### src/verilog/vfd_regs.svh
`ifndef VFD_REGS_SVH
`define VFD_REGS_SVH

// display data memory window
`define VFD_MEM_BASE 16'hfa30
`define VFD_MEM_LAST 16'hfa7f
`define VFD_MEM_WORDS 80

// output line layout
`define VFD_LINES 53
`define VFD_FIRST_SHARED 13
`define VFD_MAX_DIGITS 16
`define VFD_SEG_BITS 40
`define VFD_SEG_BASE_COUNT 6'h09

// mode register a fields
`define VFD_A_KSF 7
`define VFD_A_TYPE 5
`define VFD_A_SEGS 4:0
`define VFD_A_RST 8'h00

// mode register b fields
`define VFD_B_DIGS 7:4
`define VFD_B_CUT 3:1
`define VFD_B_CYC 0
`define VFD_B_RST 8'h00

// mode register c: mask bit count, six bits wide
`define VFD_C_MASK 5:0
`define VFD_C_RST 8'h00

// display cycle length in main clock periods, as terminal counts
`define VFD_CYC_SHORT 1024
`define VFD_CYC_LONG 2048
`define VFD_CYC_SHORT_LAST 11'(`VFD_CYC_SHORT - 1)
`define VFD_CYC_LONG_LAST 11'(`VFD_CYC_LONG - 1)

`endif
### src/verilog/vfd_pkg.sv
`default_nettype none
package vfd_pkg;

  // sequencer states
  typedef enum logic [1:0] {
    vfd_st_stop = 2'b00,
    vfd_st_blank = 2'b01,
    vfd_st_digit = 2'b10,
    vfd_st_keyscan = 2'b11
  } vfd_state_t;

  typedef logic [7:0] vfd_byte_t;
  typedef logic [3:0] vfd_digit_t;
  typedef logic [39:0] vfd_seg_word_t;
  typedef logic [52:0] vfd_lines_t;

endpackage : vfd_pkg
`default_nettype wire

### src/verilog/vfd_disp_mem.sv
`timescale 1ns/1ps
`default_nettype none
`include "vfd_regs.svh"

module vfd_disp_mem (
  // clock and reset
  input wire logic clk_i,
  input wire logic rst_b_i,
  input wire logic clk_en_i,
  // processor side
  input wire logic [15:0] cpu_addr_i,
  input wire logic cpu_wr_i,
  input wire vfd_pkg::vfd_byte_t cpu_wdata_i,
  output vfd_pkg::vfd_byte_t cpu_rdata_o,
  output logic cpu_hit_o,
  // display fetch side
  input wire vfd_pkg::vfd_digit_t dma_digit_i,
  output vfd_pkg::vfd_seg_word_t dma_word_o
);
  import vfd_pkg::*;

  logic [7:0] mem [0:`VFD_MEM_WORDS-1];
  logic [15:0] off_full;
  logic [6:0] idx;

  // window decode; bytes outside the window are simply not ours
  assign cpu_hit_o = (cpu_addr_i >= `VFD_MEM_BASE) &&
                     (cpu_addr_i <= `VFD_MEM_LAST);
  assign off_full = cpu_addr_i - `VFD_MEM_BASE;
  assign idx = off_full[6:0];

  // plain ram for software; no reset so it maps onto a memory macro
  always_ff @(posedge clk_i) begin
    if (clk_en_i && cpu_wr_i && cpu_hit_o) begin
      mem[idx] <= cpu_wdata_i;
    end
  end

  // processor read data, registered
  always_ff @(posedge clk_i or negedge rst_b_i) begin
    if (!rst_b_i) begin
      cpu_rdata_o <= 8'h00;
    end else if (clk_en_i) begin
      cpu_rdata_o <= cpu_hit_o ? mem[idx] : 8'h00;
    end
  end

  // own read port: the fetch never waits on the processor
  genvar b;
  generate
    for (b = 0; b < 5; b = b + 1) begin : g_bank
      always_ff @(posedge clk_i or negedge rst_b_i) begin
        if (!rst_b_i) begin
          dma_word_o[8*b +: 8] <= 8'h00;
        end else if (clk_en_i) begin
          dma_word_o[8*b +: 8] <= mem[{3'(b), dma_digit_i}];
        end
      end
    end
  endgenerate

endmodule : vfd_disp_mem
`default_nettype wire

### src/verilog/vfd_output_assign.sv
`timescale 1ns/1ps
`default_nettype none
`include "vfd_regs.svh"

// Overview of operation
// - lines from 0 carry digits first, then segments, per mode regs a and b.
// - lines 13 to 52 not given to digits or segments behave as general ports; unused lines 0 to 12 stay 0.
// - digits numbered from 0, at most 16; segments follow the last digit.
// - display memory sits in the window fa30 to fa7f.
// - segment data is fetched by the controller itself, not the processor.
// - unused display memory bytes work as normal read/write ram.
// - in key scan all display outputs are 0; port latches drive shared lines.
// - key scan flag is 1 in key scan and clears itself otherwise.
// - key scan flag is bit 7 of mode register a, read only.
// - port data shows on lines 13 to 52 during key scan.
// - bit 5 of mode register a picks display mode 1 or mode 2.
// - in mode 1 memory holds segment data read per digit.
// - digit field 0 stops display; n gives n+1 digits or patterns.
// - when digits plus segments pass 53 lines, segments are cut.
// - key scan slot lasts one display cycle of 1024 or 2048 clocks.
// - starting from stop, all display outputs are 0 for one cycle.
module vfd_output_assign (
  // clock, enable and reset
  input wire logic clk_i,
  input wire logic rst_b_i,
  input wire logic clk_en_i,
  // mode register writes
  input wire logic mode_a_wr_i,
  input wire logic mode_b_wr_i,
  input wire logic mode_c_wr_i,
  input wire vfd_pkg::vfd_byte_t mode_wdata_i,
  // mode register read back
  output vfd_pkg::vfd_byte_t mode_a_rdata_o,
  output vfd_pkg::vfd_byte_t mode_b_rdata_o,
  output vfd_pkg::vfd_byte_t mode_c_rdata_o,
  output logic key_scan_flag_o,
  // display memory access from the processor
  input wire logic [15:0] mem_addr_i,
  input wire logic mem_wr_i,
  input wire vfd_pkg::vfd_byte_t mem_wdata_i,
  output vfd_pkg::vfd_byte_t mem_rdata_o,
  output logic mem_hit_o,
  // port output latches of the shared lines 13 to 52
  input wire logic [52:13] port_latch_i,
  // display output lines
  output vfd_pkg::vfd_lines_t line_o,
  output vfd_pkg::vfd_lines_t line_is_display_o
);
  import vfd_pkg::*;

  // mode registers
  vfd_byte_t mode_a_reg;
  vfd_byte_t mode_b_reg;
  vfd_byte_t mode_c_reg;

  // sequencer state
  vfd_state_t state_reg;
  logic [10:0] cyc_cnt_reg;
  vfd_digit_t digit_reg;
  vfd_seg_word_t seg_word_reg;

  // derived configuration
  logic [3:0] digs;
  logic running;
  logic mode2;
  logic [10:0] cyc_last;
  logic cyc_term;
  logic [5:0] ndig;
  logic [5:0] nseg_raw;
  logic [5:0] nseg_room;
  logic [5:0] nseg;
  logic [6:0] disp_end;
  vfd_digit_t fetch_digit;
  vfd_seg_word_t fetch_word;

  // next values of the output lines
  vfd_lines_t line_next;
  vfd_lines_t disp_next;

  // mode register a: bit 7 is the live flag and cannot be written
  always_ff @(posedge clk_i or negedge rst_b_i) begin
    if (!rst_b_i) begin
      mode_a_reg <= `VFD_A_RST;
    end else if (clk_en_i && mode_a_wr_i) begin
      mode_a_reg <= {1'b0, mode_wdata_i[6:0]};
    end
  end

  // mode register b: digit count, cut width, cycle length
  always_ff @(posedge clk_i or negedge rst_b_i) begin
    if (!rst_b_i) begin
      mode_b_reg <= `VFD_B_RST;
    end else if (clk_en_i && mode_b_wr_i) begin
      mode_b_reg <= mode_wdata_i;
    end
  end

  // mode register c: mask count, upper two bits read as zero
  always_ff @(posedge clk_i or negedge rst_b_i) begin
    if (!rst_b_i) begin
      mode_c_reg <= `VFD_C_RST;
    end else if (clk_en_i && mode_c_wr_i) begin
      mode_c_reg <= {2'b00, mode_wdata_i[`VFD_C_MASK]};
    end
  end

  // read back; the flag follows the sequencer, not software
  assign key_scan_flag_o = (state_reg == vfd_st_keyscan);
  assign mode_a_rdata_o = {key_scan_flag_o, mode_a_reg[6:0]};
  assign mode_b_rdata_o = mode_b_reg;
  assign mode_c_rdata_o = mode_c_reg;

  // configuration decode
  assign digs = mode_b_reg[`VFD_B_DIGS];
  assign running = (state_reg != vfd_st_stop);
  assign mode2 = mode_a_reg[`VFD_A_TYPE];
  assign cyc_last = mode_b_reg[`VFD_B_CYC] ? `VFD_CYC_LONG_LAST
                                            : `VFD_CYC_SHORT_LAST;
  assign cyc_term = (cyc_cnt_reg == cyc_last);

  // field value n means n+1 digits, at most 16
  assign ndig = {2'b00, digs} + 6'h01;
  // segment field counts upward from the smallest segment count
  assign nseg_raw = {1'b0, mode_a_reg[`VFD_A_SEGS]} + `VFD_SEG_BASE_COUNT;
  // digits keep their lines; segments take what is left
  assign nseg_room = 6'(`VFD_LINES) - ndig;
  assign nseg = (nseg_raw > nseg_room) ? nseg_room : nseg_raw;
  assign disp_end = {1'b0, ndig} + {1'b0, nseg};

  // the fetch always points at the digit that comes next, so its word is
  // ready at the shadow register input well before the digit switches
  always_comb begin
    if (state_reg == vfd_st_digit && digit_reg != digs) begin
      fetch_digit = digit_reg + 4'h1;
    end else begin
      fetch_digit = 4'h0;
    end
  end

  // display memory with its own fetch port
  vfd_disp_mem u_mem (
    .clk_i(clk_i),
    .rst_b_i(rst_b_i),
    .clk_en_i(clk_en_i),
    .cpu_addr_i(mem_addr_i),
    .cpu_wr_i(mem_wr_i),
    .cpu_wdata_i(mem_wdata_i),
    .cpu_rdata_o(mem_rdata_o),
    .cpu_hit_o(mem_hit_o),
    .dma_digit_i(fetch_digit),
    .dma_word_o(fetch_word)
  );

  // display cycle counter, restarted on every slot change
  always_ff @(posedge clk_i or negedge rst_b_i) begin
    if (!rst_b_i) begin
      cyc_cnt_reg <= 11'h000;
    end else if (clk_en_i) begin
      if (!running || cyc_term) begin
        cyc_cnt_reg <= 11'h000;
      end else begin
        cyc_cnt_reg <= cyc_cnt_reg + 11'h001;
      end
    end
  end

  // slot sequencer: blank once after start, digits, key scan, repeat
  always_ff @(posedge clk_i or negedge rst_b_i) begin
    if (!rst_b_i) begin
      state_reg <= vfd_st_stop;
      digit_reg <= 4'h0;
    end else if (clk_en_i) begin
      if (digs == 4'h0) begin
        state_reg <= vfd_st_stop;
        digit_reg <= 4'h0;
      end else begin
        case (state_reg)
          vfd_st_stop: begin
            state_reg <= vfd_st_blank;
            digit_reg <= 4'h0;
          end
          vfd_st_blank: begin
            if (cyc_term) begin
              state_reg <= vfd_st_digit;
              digit_reg <= 4'h0;
            end
          end
          vfd_st_digit: begin
            if (cyc_term) begin
              if (digit_reg >= digs) begin
                state_reg <= vfd_st_keyscan;
                digit_reg <= 4'h0;
              end else begin
                digit_reg <= digit_reg + 4'h1;
              end
            end
          end
          vfd_st_keyscan: begin
            if (cyc_term) begin
              state_reg <= vfd_st_digit;
              digit_reg <= 4'h0;
            end
          end
          default: begin
            state_reg <= vfd_st_stop;
            digit_reg <= 4'h0;
          end
        endcase
      end
    end
  end

  // the shadow word changes only at a slot boundary, so a processor write
  // mid-digit never tears the pattern on the glass
  always_ff @(posedge clk_i or negedge rst_b_i) begin
    if (!rst_b_i) begin
      seg_word_reg <= 40'h00_0000_0000;
    end else if (clk_en_i && running && cyc_term) begin
      seg_word_reg <= fetch_word;
    end
  end

  // per line: pick digit, segment, pattern bit or port latch
  genvar k;
  generate
    for (k = 0; k < `VFD_LINES; k = k + 1) begin : g_line
      localparam logic [6:0] LINE_IDX = 7'(k);
      logic shared_bit;
      logic is_dig;
      logic is_seg;
      logic [6:0] seg_idx;
      logic seg_bit;
      logic pat_bit;
      logic lit;

      // lines 0 to 12 have no port behind them and idle at 0
      if (k >= `VFD_FIRST_SHARED) begin : g_shared
        assign shared_bit = port_latch_i[k];
      end else begin : g_fixed
        assign shared_bit = 1'b0;
      end

      // digits from line 0, segments right after the last digit
      assign is_dig = running && (LINE_IDX < {1'b0, ndig});
      assign is_seg = running && !is_dig && (LINE_IDX < disp_end);
      assign seg_idx = LINE_IDX - {1'b0, ndig};

      // mode 1: segment bit j of the word drives segment line j
      assign seg_bit = (seg_idx < 7'(`VFD_SEG_BITS)) ?
                       seg_word_reg[seg_idx[5:0]] : 1'b0;
      // mode 2: the word is the whole output pattern from line 0
      if (k < `VFD_SEG_BITS) begin : g_pat
        assign pat_bit = seg_word_reg[k];
      end else begin : g_nopat
        assign pat_bit = 1'b0;
      end

      always_comb begin
        if (mode2) begin
          lit = pat_bit;
        end else if (is_dig) begin
          lit = (digit_reg == 4'(k));
        end else begin
          lit = seg_bit;
        end
      end

      always_comb begin
        if (state_reg == vfd_st_keyscan) begin
          line_next[k] = shared_bit;
          disp_next[k] = 1'b0;
        end else if (is_dig || is_seg) begin
          line_next[k] = (state_reg == vfd_st_digit) ? lit : 1'b0;
          disp_next[k] = 1'b1;
        end else begin
          line_next[k] = shared_bit;
          disp_next[k] = 1'b0;
        end
      end
    end
  endgenerate

  // outputs registered; one clock behind the sequencer against a slot of
  // a thousand clocks, a lag traded for glitch-free pins
  always_ff @(posedge clk_i or negedge rst_b_i) begin
    if (!rst_b_i) begin
      line_o <= '0;
      line_is_display_o <= '0;
    end else if (clk_en_i) begin
      line_o <= line_next;
      line_is_display_o <= disp_next;
    end
  end

endmodule : vfd_output_assign
`default_nettype wire

### config.mk
export PLATFORM = sky130hd
export DESIGN_NAME = vfd_output_assign
export DESIGN_NICKNAME = d
export VERILOG_FILES = /design/src/verilog/vfd_pkg.sv /design/src/verilog/vfd_disp_mem.sv /design/src/verilog/vfd_output_assign.sv
export VERILOG_INCLUDE_DIRS = /design/src /design/src/verilog
export SDC_FILE = /design/constraint.sdc
export NUM_CORES = 2
export LEC_CHECK = 0
export BUFFER_PORTS_ARGS = -buffer_cell sky130_fd_sc_hd__buf_4
export CORE_ASPECT_RATIO = 1.5
export CORE_MARGIN = 4
export CORE_UTILIZATION = 35
export DETAILED_ROUTE_END_ITERATION = 8
export GPL_TIMING_DRIVEN = 0
export HOLD_SLACK_MARGIN = 0.02
export PLACE_DENSITY = 0.55
export RECOVER_POWER = 100
export SYNTH_ARGS = -nofsm -noshare
export SYNTH_HDL_FRONTEND = slang
export SYNTH_SLANG_ARGS = --single-unit
### constraint.sdc
create_clock -name clk_i -period 17.1 [get_ports clk_i]
set_input_delay 1.71 -clock clk_i [delete_from_list [all_inputs] [get_ports clk_i]]
set_output_delay 1.71 -clock clk_i [all_outputs]
set_load 0.01 [all_outputs]
# [Word-level counts from Yosys, hierarchy flattened]
# Memories as Yosys holds them, arrays and structs flattened. A register that Yosys moved wholly into a read port is not among the register bits.
# Cells that the tools add are included.
[totals] reg_bits=192 ramBits=640 input_bits=79 output_inout_bits=140 mem_count=1
[memory_table] name="u_mem.mem" depth=80 width=8 read_ports=6 rd_ports_with_merged_regs=5 write_ports=1 line="vfd_disp_mem.sv:22" text="logic [7:0] mem [0:`VFD_MEM_WORDS-1];"
[op_classes] addsub=60 n_lt_le_gt_ge=216 eq_ne=23 n_mux=547 reduce_logical=288
[ops] cell="1-bit 2-to-1 mux" n=479
[ops] cell="6-bit by 7-bit < comparator with 1-bit output, second input constant" n=53
[ops] cell="7-bit by 6-bit < comparator with 1-bit output, second input constant" n=53
[ops] cell="1-bit binary-select mux with 6-bit select" n=53
[ops] cell="1-bit logical AND" n=168
[ops] cell="6-bit by 7-bit < comparator with 1-bit output, first input constant" n=21
[ops] cell="6-bit by 5-bit subtractor with 7-bit output, first input constant" n=21
[ops] cell="6-bit by 5-bit < comparator with 1-bit output, first input constant" n=21
[ops] cell="5-bit by 7-bit < comparator with 1-bit output, first input constant" n=16
[ops] cell="5-bit by 5-bit subtractor with 6-bit output, first input constant" n=16
[ops] cell="5-bit < comparator, first input constant" n=16
[ops] cell="1-bit zero test" n=59
[ops] cell="4-bit by 7-bit < comparator with 1-bit output, first input constant" n=8
[ops] cell="1-bit logical OR" n=54
[ops] cell="4-bit by 5-bit subtractor with 6-bit output, first input constant" n=8
[ops] cell="4-bit by 5-bit < comparator with 1-bit output, first input constant" n=8
[ops] cell="4-bit equality test, second input constant" n=8
[ops] cell="3-bit by 7-bit < comparator with 1-bit output, first input constant" n=4
[ops] cell="3-bit by 5-bit subtractor with 6-bit output, first input constant" n=4
[ops] cell="11-bit 2-to-1 mux" n=2
[ops] cell="3-bit by 5-bit < comparator with 1-bit output, first input constant" n=4
[ops] cell="4-bit 2-to-1 mux" n=5
[ops] cell="4-bit by 3-bit equality test with 1-bit output, second input constant" n=4
[ops] cell="16-bit greater-or-equal comparator, second input constant" n=1
[ops] cell="35 further kinds" n=48

# [Logic depth before layout (Yosys ltp)]
[depth] word_depth=10 depth_mapped=27 depth_no_buf=24

# [By module]
# Synthesis repeated with hierarchy kept, for this count alone.
[hier_totals] cells_unflattened=3178 hier_area_um2=45253.4
[by_module_without_submodules] mod="vfd_disp_mem" instances=1 cells_each=1702 area_per_inst_um2=31442.7
[by_module_without_submodules] mod="vfd_output_assign" instances=1 cells_each=1476 area_per_inst_um2=13810.7

# [Least setup slack after synthesis]
# OpenSTA, ideal clock, no wires.
[synth_timing] path_type="register to register" from="register mode_b_reg[4], in the netlist mode_b_rdata_o[4]" to="register line_o[44]" setup_ps=126 arrival_ps=6514 path_slack_ps=10460 stages_incl_launch_ff=23 n_path_buf=3 synth_period_minus_slack_ps=6640 path_cell_list="dfrtp_1 > ha_1 > xnor2_2 > clkbuf_1 > inv_1 > ha_1 > xnor3_1 > ha_1 > and4_1 > o21ai_0 > nand2_1 > o21ai_1 > mux2_2 > ha_1 > clkbuf_1 > nand2_1 > o21ai_0 > a21oi_1 > or4_1 > a21oi_2 > buf_4 > a2111oi_0 > a311o_1"
[synth_between] elab_chain_cells=10
[synth_lines] element="start: declaration" line="vfd_output_assign.sv:53" text="vfd_byte_t mode_b_reg;"
[synth_lines] element="start signal: assignment" line="vfd_output_assign.sv:92" text="mode_b_reg <= `VFD_B_RST;"
[synth_lines] element="start signal: assignment" line="vfd_output_assign.sv:94" text="mode_b_reg <= mode_wdata_i;"
[synth_lines] element="4-bit by 1-bit adder with 5-bit output *" line="vfd_output_assign.sv:122" text="assign ndig = {2'b00, digs} + 6'h01;"
[synth_lines] element="6-bit by 5-bit subtractor with 6-bit output / 6-bit by 5-bit subtractor with 7-bit output (equally long branches)" line="vfd_output_assign.sv:126, vfd_output_assign.sv:246"
[synth_lines] element="6-bit greater-than comparator / 1-bit binary-select mux with 6-bit select (equally long branches)" line="vfd_output_assign.sv:127, vfd_output_assign.sv:250"
[synth_lines] element="6-bit 2-to-1 mux / 1-bit 2-to-1 mux (equally long branches)" line="vfd_output_assign.sv:127, vfd_output_assign.sv:250"
[synth_lines] element="5-bit by 6-bit adder with 7-bit output / 1-bit 2-to-1 mux (equally long branches)" line="vfd_output_assign.sv:128, vfd_output_assign.sv:249"
[synth_lines] element="6-bit by 7-bit < comparator with 1-bit output / 1-bit 2-to-1 mux (equally long branches)" line="vfd_output_assign.sv:245, vfd_output_assign.sv:261"
[synth_lines] element="1-bit logical AND / 1-bit 2-to-1 mux (equally long branches)" line="vfd_output_assign.sv:245, vfd_output_assign.sv:259"
[synth_lines] element="1-bit logical OR / 1-bit 2-to-1 mux (equally long branches)" line="vfd_output_assign.sv:272, vfd_output_assign.sv:273"
[synth_lines] element="1-bit 2-to-1 mux *" line="vfd_output_assign.sv:272" text="end else if (is_dig || is_seg) begin"
[synth_lines] element="1-bit 2-to-1 mux *" line="vfd_output_assign.sv:269" text="if (state_reg == vfd_st_keyscan) begin"
[synth_lines] element="end signal: assignment" line="vfd_output_assign.sv:290" text="line_o <= line_next;"
[synth_lines] element="end: declaration" line="vfd_output_assign.sv:46" text="output vfd_pkg::vfd_lines_t line_o,"
# Mark *: on every way between the ends. The rest lies on a longest branch, timed or not. The select of a mux whose other input is x is not followed.
# A chain may end at the register's enable or synchronous reset.

# [Worst setup path in the final report]
[layout_timing] from="register mode_b_reg[4], in the netlist mode_b_rdata_o[4]" to="register line_is_display_o[0]"
[layout_between] elab_chain_cells=10
[layout_lines] element="4-bit by 1-bit adder with 5-bit output *" line="vfd_output_assign.sv:122"
[layout_lines] element="6-bit by 5-bit subtractor with 6-bit output" line="vfd_output_assign.sv:126" text="assign nseg_room = 6'(`VFD_LINES) - ndig;"
[layout_lines] element="6-bit greater-than comparator" line="vfd_output_assign.sv:127" text="assign nseg = (nseg_raw > nseg_room) ? nseg_room : nseg_raw;"
[layout_lines] element="6-bit 2-to-1 mux" line="vfd_output_assign.sv:127"
[layout_lines] element="5-bit by 6-bit adder with 7-bit output" line="vfd_output_assign.sv:128" text="assign disp_end = {1'b0, ndig} + {1'b0, nseg};"
[layout_lines] element="1-bit by 7-bit < comparator with 1-bit output" line="vfd_output_assign.sv:245" text="assign is_seg = running && !is_dig && (LINE_IDX < disp_end);"
[layout_lines] element="1-bit logical AND" line="vfd_output_assign.sv:245"
[layout_lines] element="1-bit logical OR *" line="vfd_output_assign.sv:272"
[layout_lines] element="1-bit 2-to-1 mux *" line="vfd_output_assign.sv:272"
[layout_lines] element="1-bit 2-to-1 mux *" line="vfd_output_assign.sv:269"
[layout_lines] element="end signal: assignment" line="vfd_output_assign.sv:291" text="line_is_display_o <= disp_next;"
[layout_lines] element="end: declaration" line="vfd_output_assign.sv:47" text="output vfd_pkg::vfd_lines_t line_is_display_o"
# Mark *: on every way between the ends. The rest lies on a longest branch, timed or not.

==> tab_implementation.tex <==
\begin{tabular}{lr}
\hline
Metric & Value \\
\hline
\multicolumn{2}{l}{\textbf{Outcome}} \\
Outcome & finished with violations \\
Violated checks & max-capacitance violations, max-slew violations \\
\multicolumn{2}{l}{\textbf{Placed design}} \\
Worst-case setup slack after placement & 6530 ps \\
Half-perimeter wire length after placement & 184 mm \\
RePlAce Congestion & 1.06 \\
Port Buf Inserts & 214 \\
\multicolumn{2}{l}{\textbf{GRT}} \\
Wire length of the first global-routing pass & 330 mm \\
Via count of the first global-routing pass & 37.8k \\
Maximum number of pins on one net before global-route repair & 107 \\
Tot GR Track Use & 35.8\% \\
Total gr overflow & 0 \\
Initial antenna violation count & 26 \\
\multicolumn{2}{l}{\textbf{Floorplan}} \\
Area of the die & 136000 µm² \\
\# IOs & 219 \\
Width of the chip & 303 µm \\
Cell row count & 162 \\
Vert. Die Dim & 450 µm \\
Initial core utilization & 35.2\% \\
Floorplan Core Area & 130000 µm² \\
\multicolumn{2}{l}{\textbf{Layout}} \\
Register with the most flip-flops & u\_mem.mem \\
Top library cells by usage in the layout, fill and taps aside & edfxtp\_1 (640), clkbuf\_1 (378), nor2\_1 (239), dfrtp\_1 (232), o21ai\_0 (230) \\
Register cell area after layout & 25000 µm² \\
\# nets final & 4030 \\
Fill cell instance count of the final layout & 12.6k \\
Most common library cell in the layout ignoring fill and taps & edfxtp\_1 \\
Number of flip-flops under the largest register name & 640 \\
Area overhead of the layout relative to synthesis & 14.1\% \\
Layout cells sized above 1 & 17.9\% \\
Share of the core filled with cells in the final layout & 40.1\% \\
Footprint of the multi-input gates & 19200 µm² \\
Regs by FF count & u\_mem.mem x640, line\_is\_display\_o x53, line\_o x53 \\
\multicolumn{2}{l}{\textbf{Worst hold path}} \\
Type of the tightest min-delay check & reg -> reg \\
\multicolumn{2}{l}{\textbf{Critical path}} \\
CP max stage cell & xnor2\_1 \\
Launching element type of the critical path & register \\
Critical path's most frequent cell & ha\_1 \\
Worst setup path endpoint & line\_is\_display\_o[0] \\
Family with the most delay on the worst path & simple AND/OR/NAND/NOR gates \\
Category of the worst setup path capture point & register \\
Worst Path Arrival & 12060 ps \\
R2r worst-path depth & 25 \\
Endpoint of the most critical register-to-register path & line\_is\_display\_o[0] \\
Launch point of the worst reg-to-reg path & mode\_b\_rdata\_o[4] \\
Logic depth of the worst setup path including buffers & 25 \\
Highest fanout seen on the critical path & 13 \\
Path type of the worst setup path & reg -> reg \\
Worst path buffer plus inverter count & 3 \\
Worst setup path startpoint & mode\_b\_rdata\_o[4] \\
Required arrival time at the worst endpoint & 17690 ps \\
Crit path largest cell delay & 1020 ps \\
Setup slack on the worst flop-to-flop path & 5620 ps \\
\multicolumn{2}{l}{\textbf{Route}} \\
Via Count & 38.8k \\
Total iterations of the first detailed-routing run & 8 \\
Sum of routed wire length over all layers & 250 mm \\
Routed wire length per instance & 43.7 µm \\
DRC viols & 0 \\
Remaining antenna violation count after routing & 0 \\
1st-iter DRT viols & 5819 \\
Average via count per standard cell & 6.79 \\
\multicolumn{2}{l}{\textbf{Clock tree}} \\
Post-CTS setup buffers & 0 \\
CTS resizes & 0 \\
Sinks on the clock net & 872 \\
TritonCTS buffer count & 91 \\
Clock root buffer & clkbuf\_16 \\
Maximum count of clock buffers along a single path & 3 \\
Insertion delay of the later-clocked pin in the worst-skew pair & 740 ps \\
Max H-tree Level & 3 \\
CTS tree & done \\
Cts hold-fix bufs & 0 \\
CTS clk-pin slew, worst paths & 60 ps \\
\multicolumn{2}{l}{\textbf{Synthesis}} \\
Number of enable-type register cells in the synthesized netlist & 640 \\
Gate count of the mapped netlist & 3589 \\
Sequential cell area fraction in the yosys report & 54.9\% \\
Synthesized area per cell & 12.7 µm² \\
Synth cell types & 87 \\
Asr flop ratio synth & 26.6\% \\
Area of the mapped netlist & 45600 µm² \\
Top FF cell, synth & edfxtp\_1 \\
YS warnings & 0 \\
Flops \& latches, synth & 872 \\
\multicolumn{2}{l}{\textbf{Timing}} \\
Fin crit period & 11480 ps \\
Max Freq & 87.1 MHz \\
Setup Total Neg Slack & 0 ps \\
Final-report setup violation count & 0 \\
Max-slew violations & 1119 \\
Final hold vios & 0 \\
Final Worst Setup Slack & 5620 ps \\
Slew at the pin closest to its max-slew limit & 6210 ps \\
Final worst clock skew & 32.5 ps \\
RSZ-0062 raised after global routing & no \\
Tcrit/Tclk final & 67.1\% \\
Slew headroom & -314\% \\
\multicolumn{2}{l}{\textbf{Power}} \\
Pwr Density & 145 nW/µm² \\
Total Power & 7.55 mW \\
IR drop worst, VDD & 94.1 µV \\
Leakage power of the design & 17.4 nW \\
\multicolumn{2}{l}{\textbf{Run}} \\
Max-cap violations & 40 \\
\hline
\end{tabular}
how the worst min path moves through the flow:
stage | to | cells past startpoint | startpoint | slack [ps]
6_report | line_is_display_o[34] | 1 | line_is_display_o[34] | 480
5_1_grt | line_is_display_o[32] | 1 | line_is_display_o[32] | 490
4_1_cts | line_is_display_o[34] | 1 | line_is_display_o[34] | 490
3_5_place_dp | line_is_display_o[34] | 1 | line_is_display_o[34] | 470
3_3_place_gp | line_is_display_o[32] | 1 | line_is_display_o[32] | 470
2_1_floorplan | u_mem.dma_word_o[11] | 1 | u_mem.dma_word_o[11] | 480
power breakdown:
| group | internal, mW | switching, mW |
|---|---|---|
| Sequential | 2.43 | 0.103 |
| Clock | 1.22 | 0.925 |
| Combinational | 0.802 | 2.08 |
synth_stat cells, drive strengths merged (38+ instances only):
library cell / n / area, µm²
a21oi: 161 / 813
nand2: 167 / 627
nand3: 52 / 260
mux4: 191 / 4310
buf: 88 / 400
mux2i: 98 / 981
o211ai: 105 / 788
nor2: 239 / 897
o21ai: 233 / 1170
clkbuf: 203 / 762
mux2: 226 / 2550
dfrtp: 232 / 5810
ha: 47 / 588
or3: 83 / 519
edfxtp: 640 / 19200
o221ai: 60 / 526
nor3: 38 / 190
o22ai: 208 / 1300
inv: 55 / 206
cell families (layout without fill, tap and decap cells):
logic type	count (synthesis)	count (layout)	synth area share, %
compound gates	1049	1049	15.3
flops	872	872	54.9
simple gates	720	720	7.52
mux	515	515	17.2
buf+inv	347	736	3.01
fa+ha+maj	48	48	1.33
xor+xnor	37	37	0.836
other cells	1	20	0.00822
metal layers:
layer	global-route usage [%]	vias to the layer above	routed length, µm
met4	36.6	8	32300
met5	0	-	55
li1	-	15000	-
met1	36.0	19300	76400
met2	57.9	3315	116000
met3	9.65	1186	25300
metrics by stage:
stage                     cells  hold WS, ps  area [µm²]
after floorplan            3590          477       45600
after global placement     5526          467       49400
after detailed placement   5531          474       49500
after CTS                  5700          487       52600
after global routing       5702          494       52000
final                      5719          480       52100
final cells by class:
type | count | area share, %
antenna | 18 | 0.0865
multi-input combinational | 2371 | 37.0
inverter | 56 | 0.404
buffer | 291 | 2.25
clock inverter | 51 | 1.12
tap | 1722 | 4.14
timing repair buffer | 220 | 2.10
clock buffer | 118 | 4.86
sequential | 872 | 48.1
(Power assumes the default switching activity.)
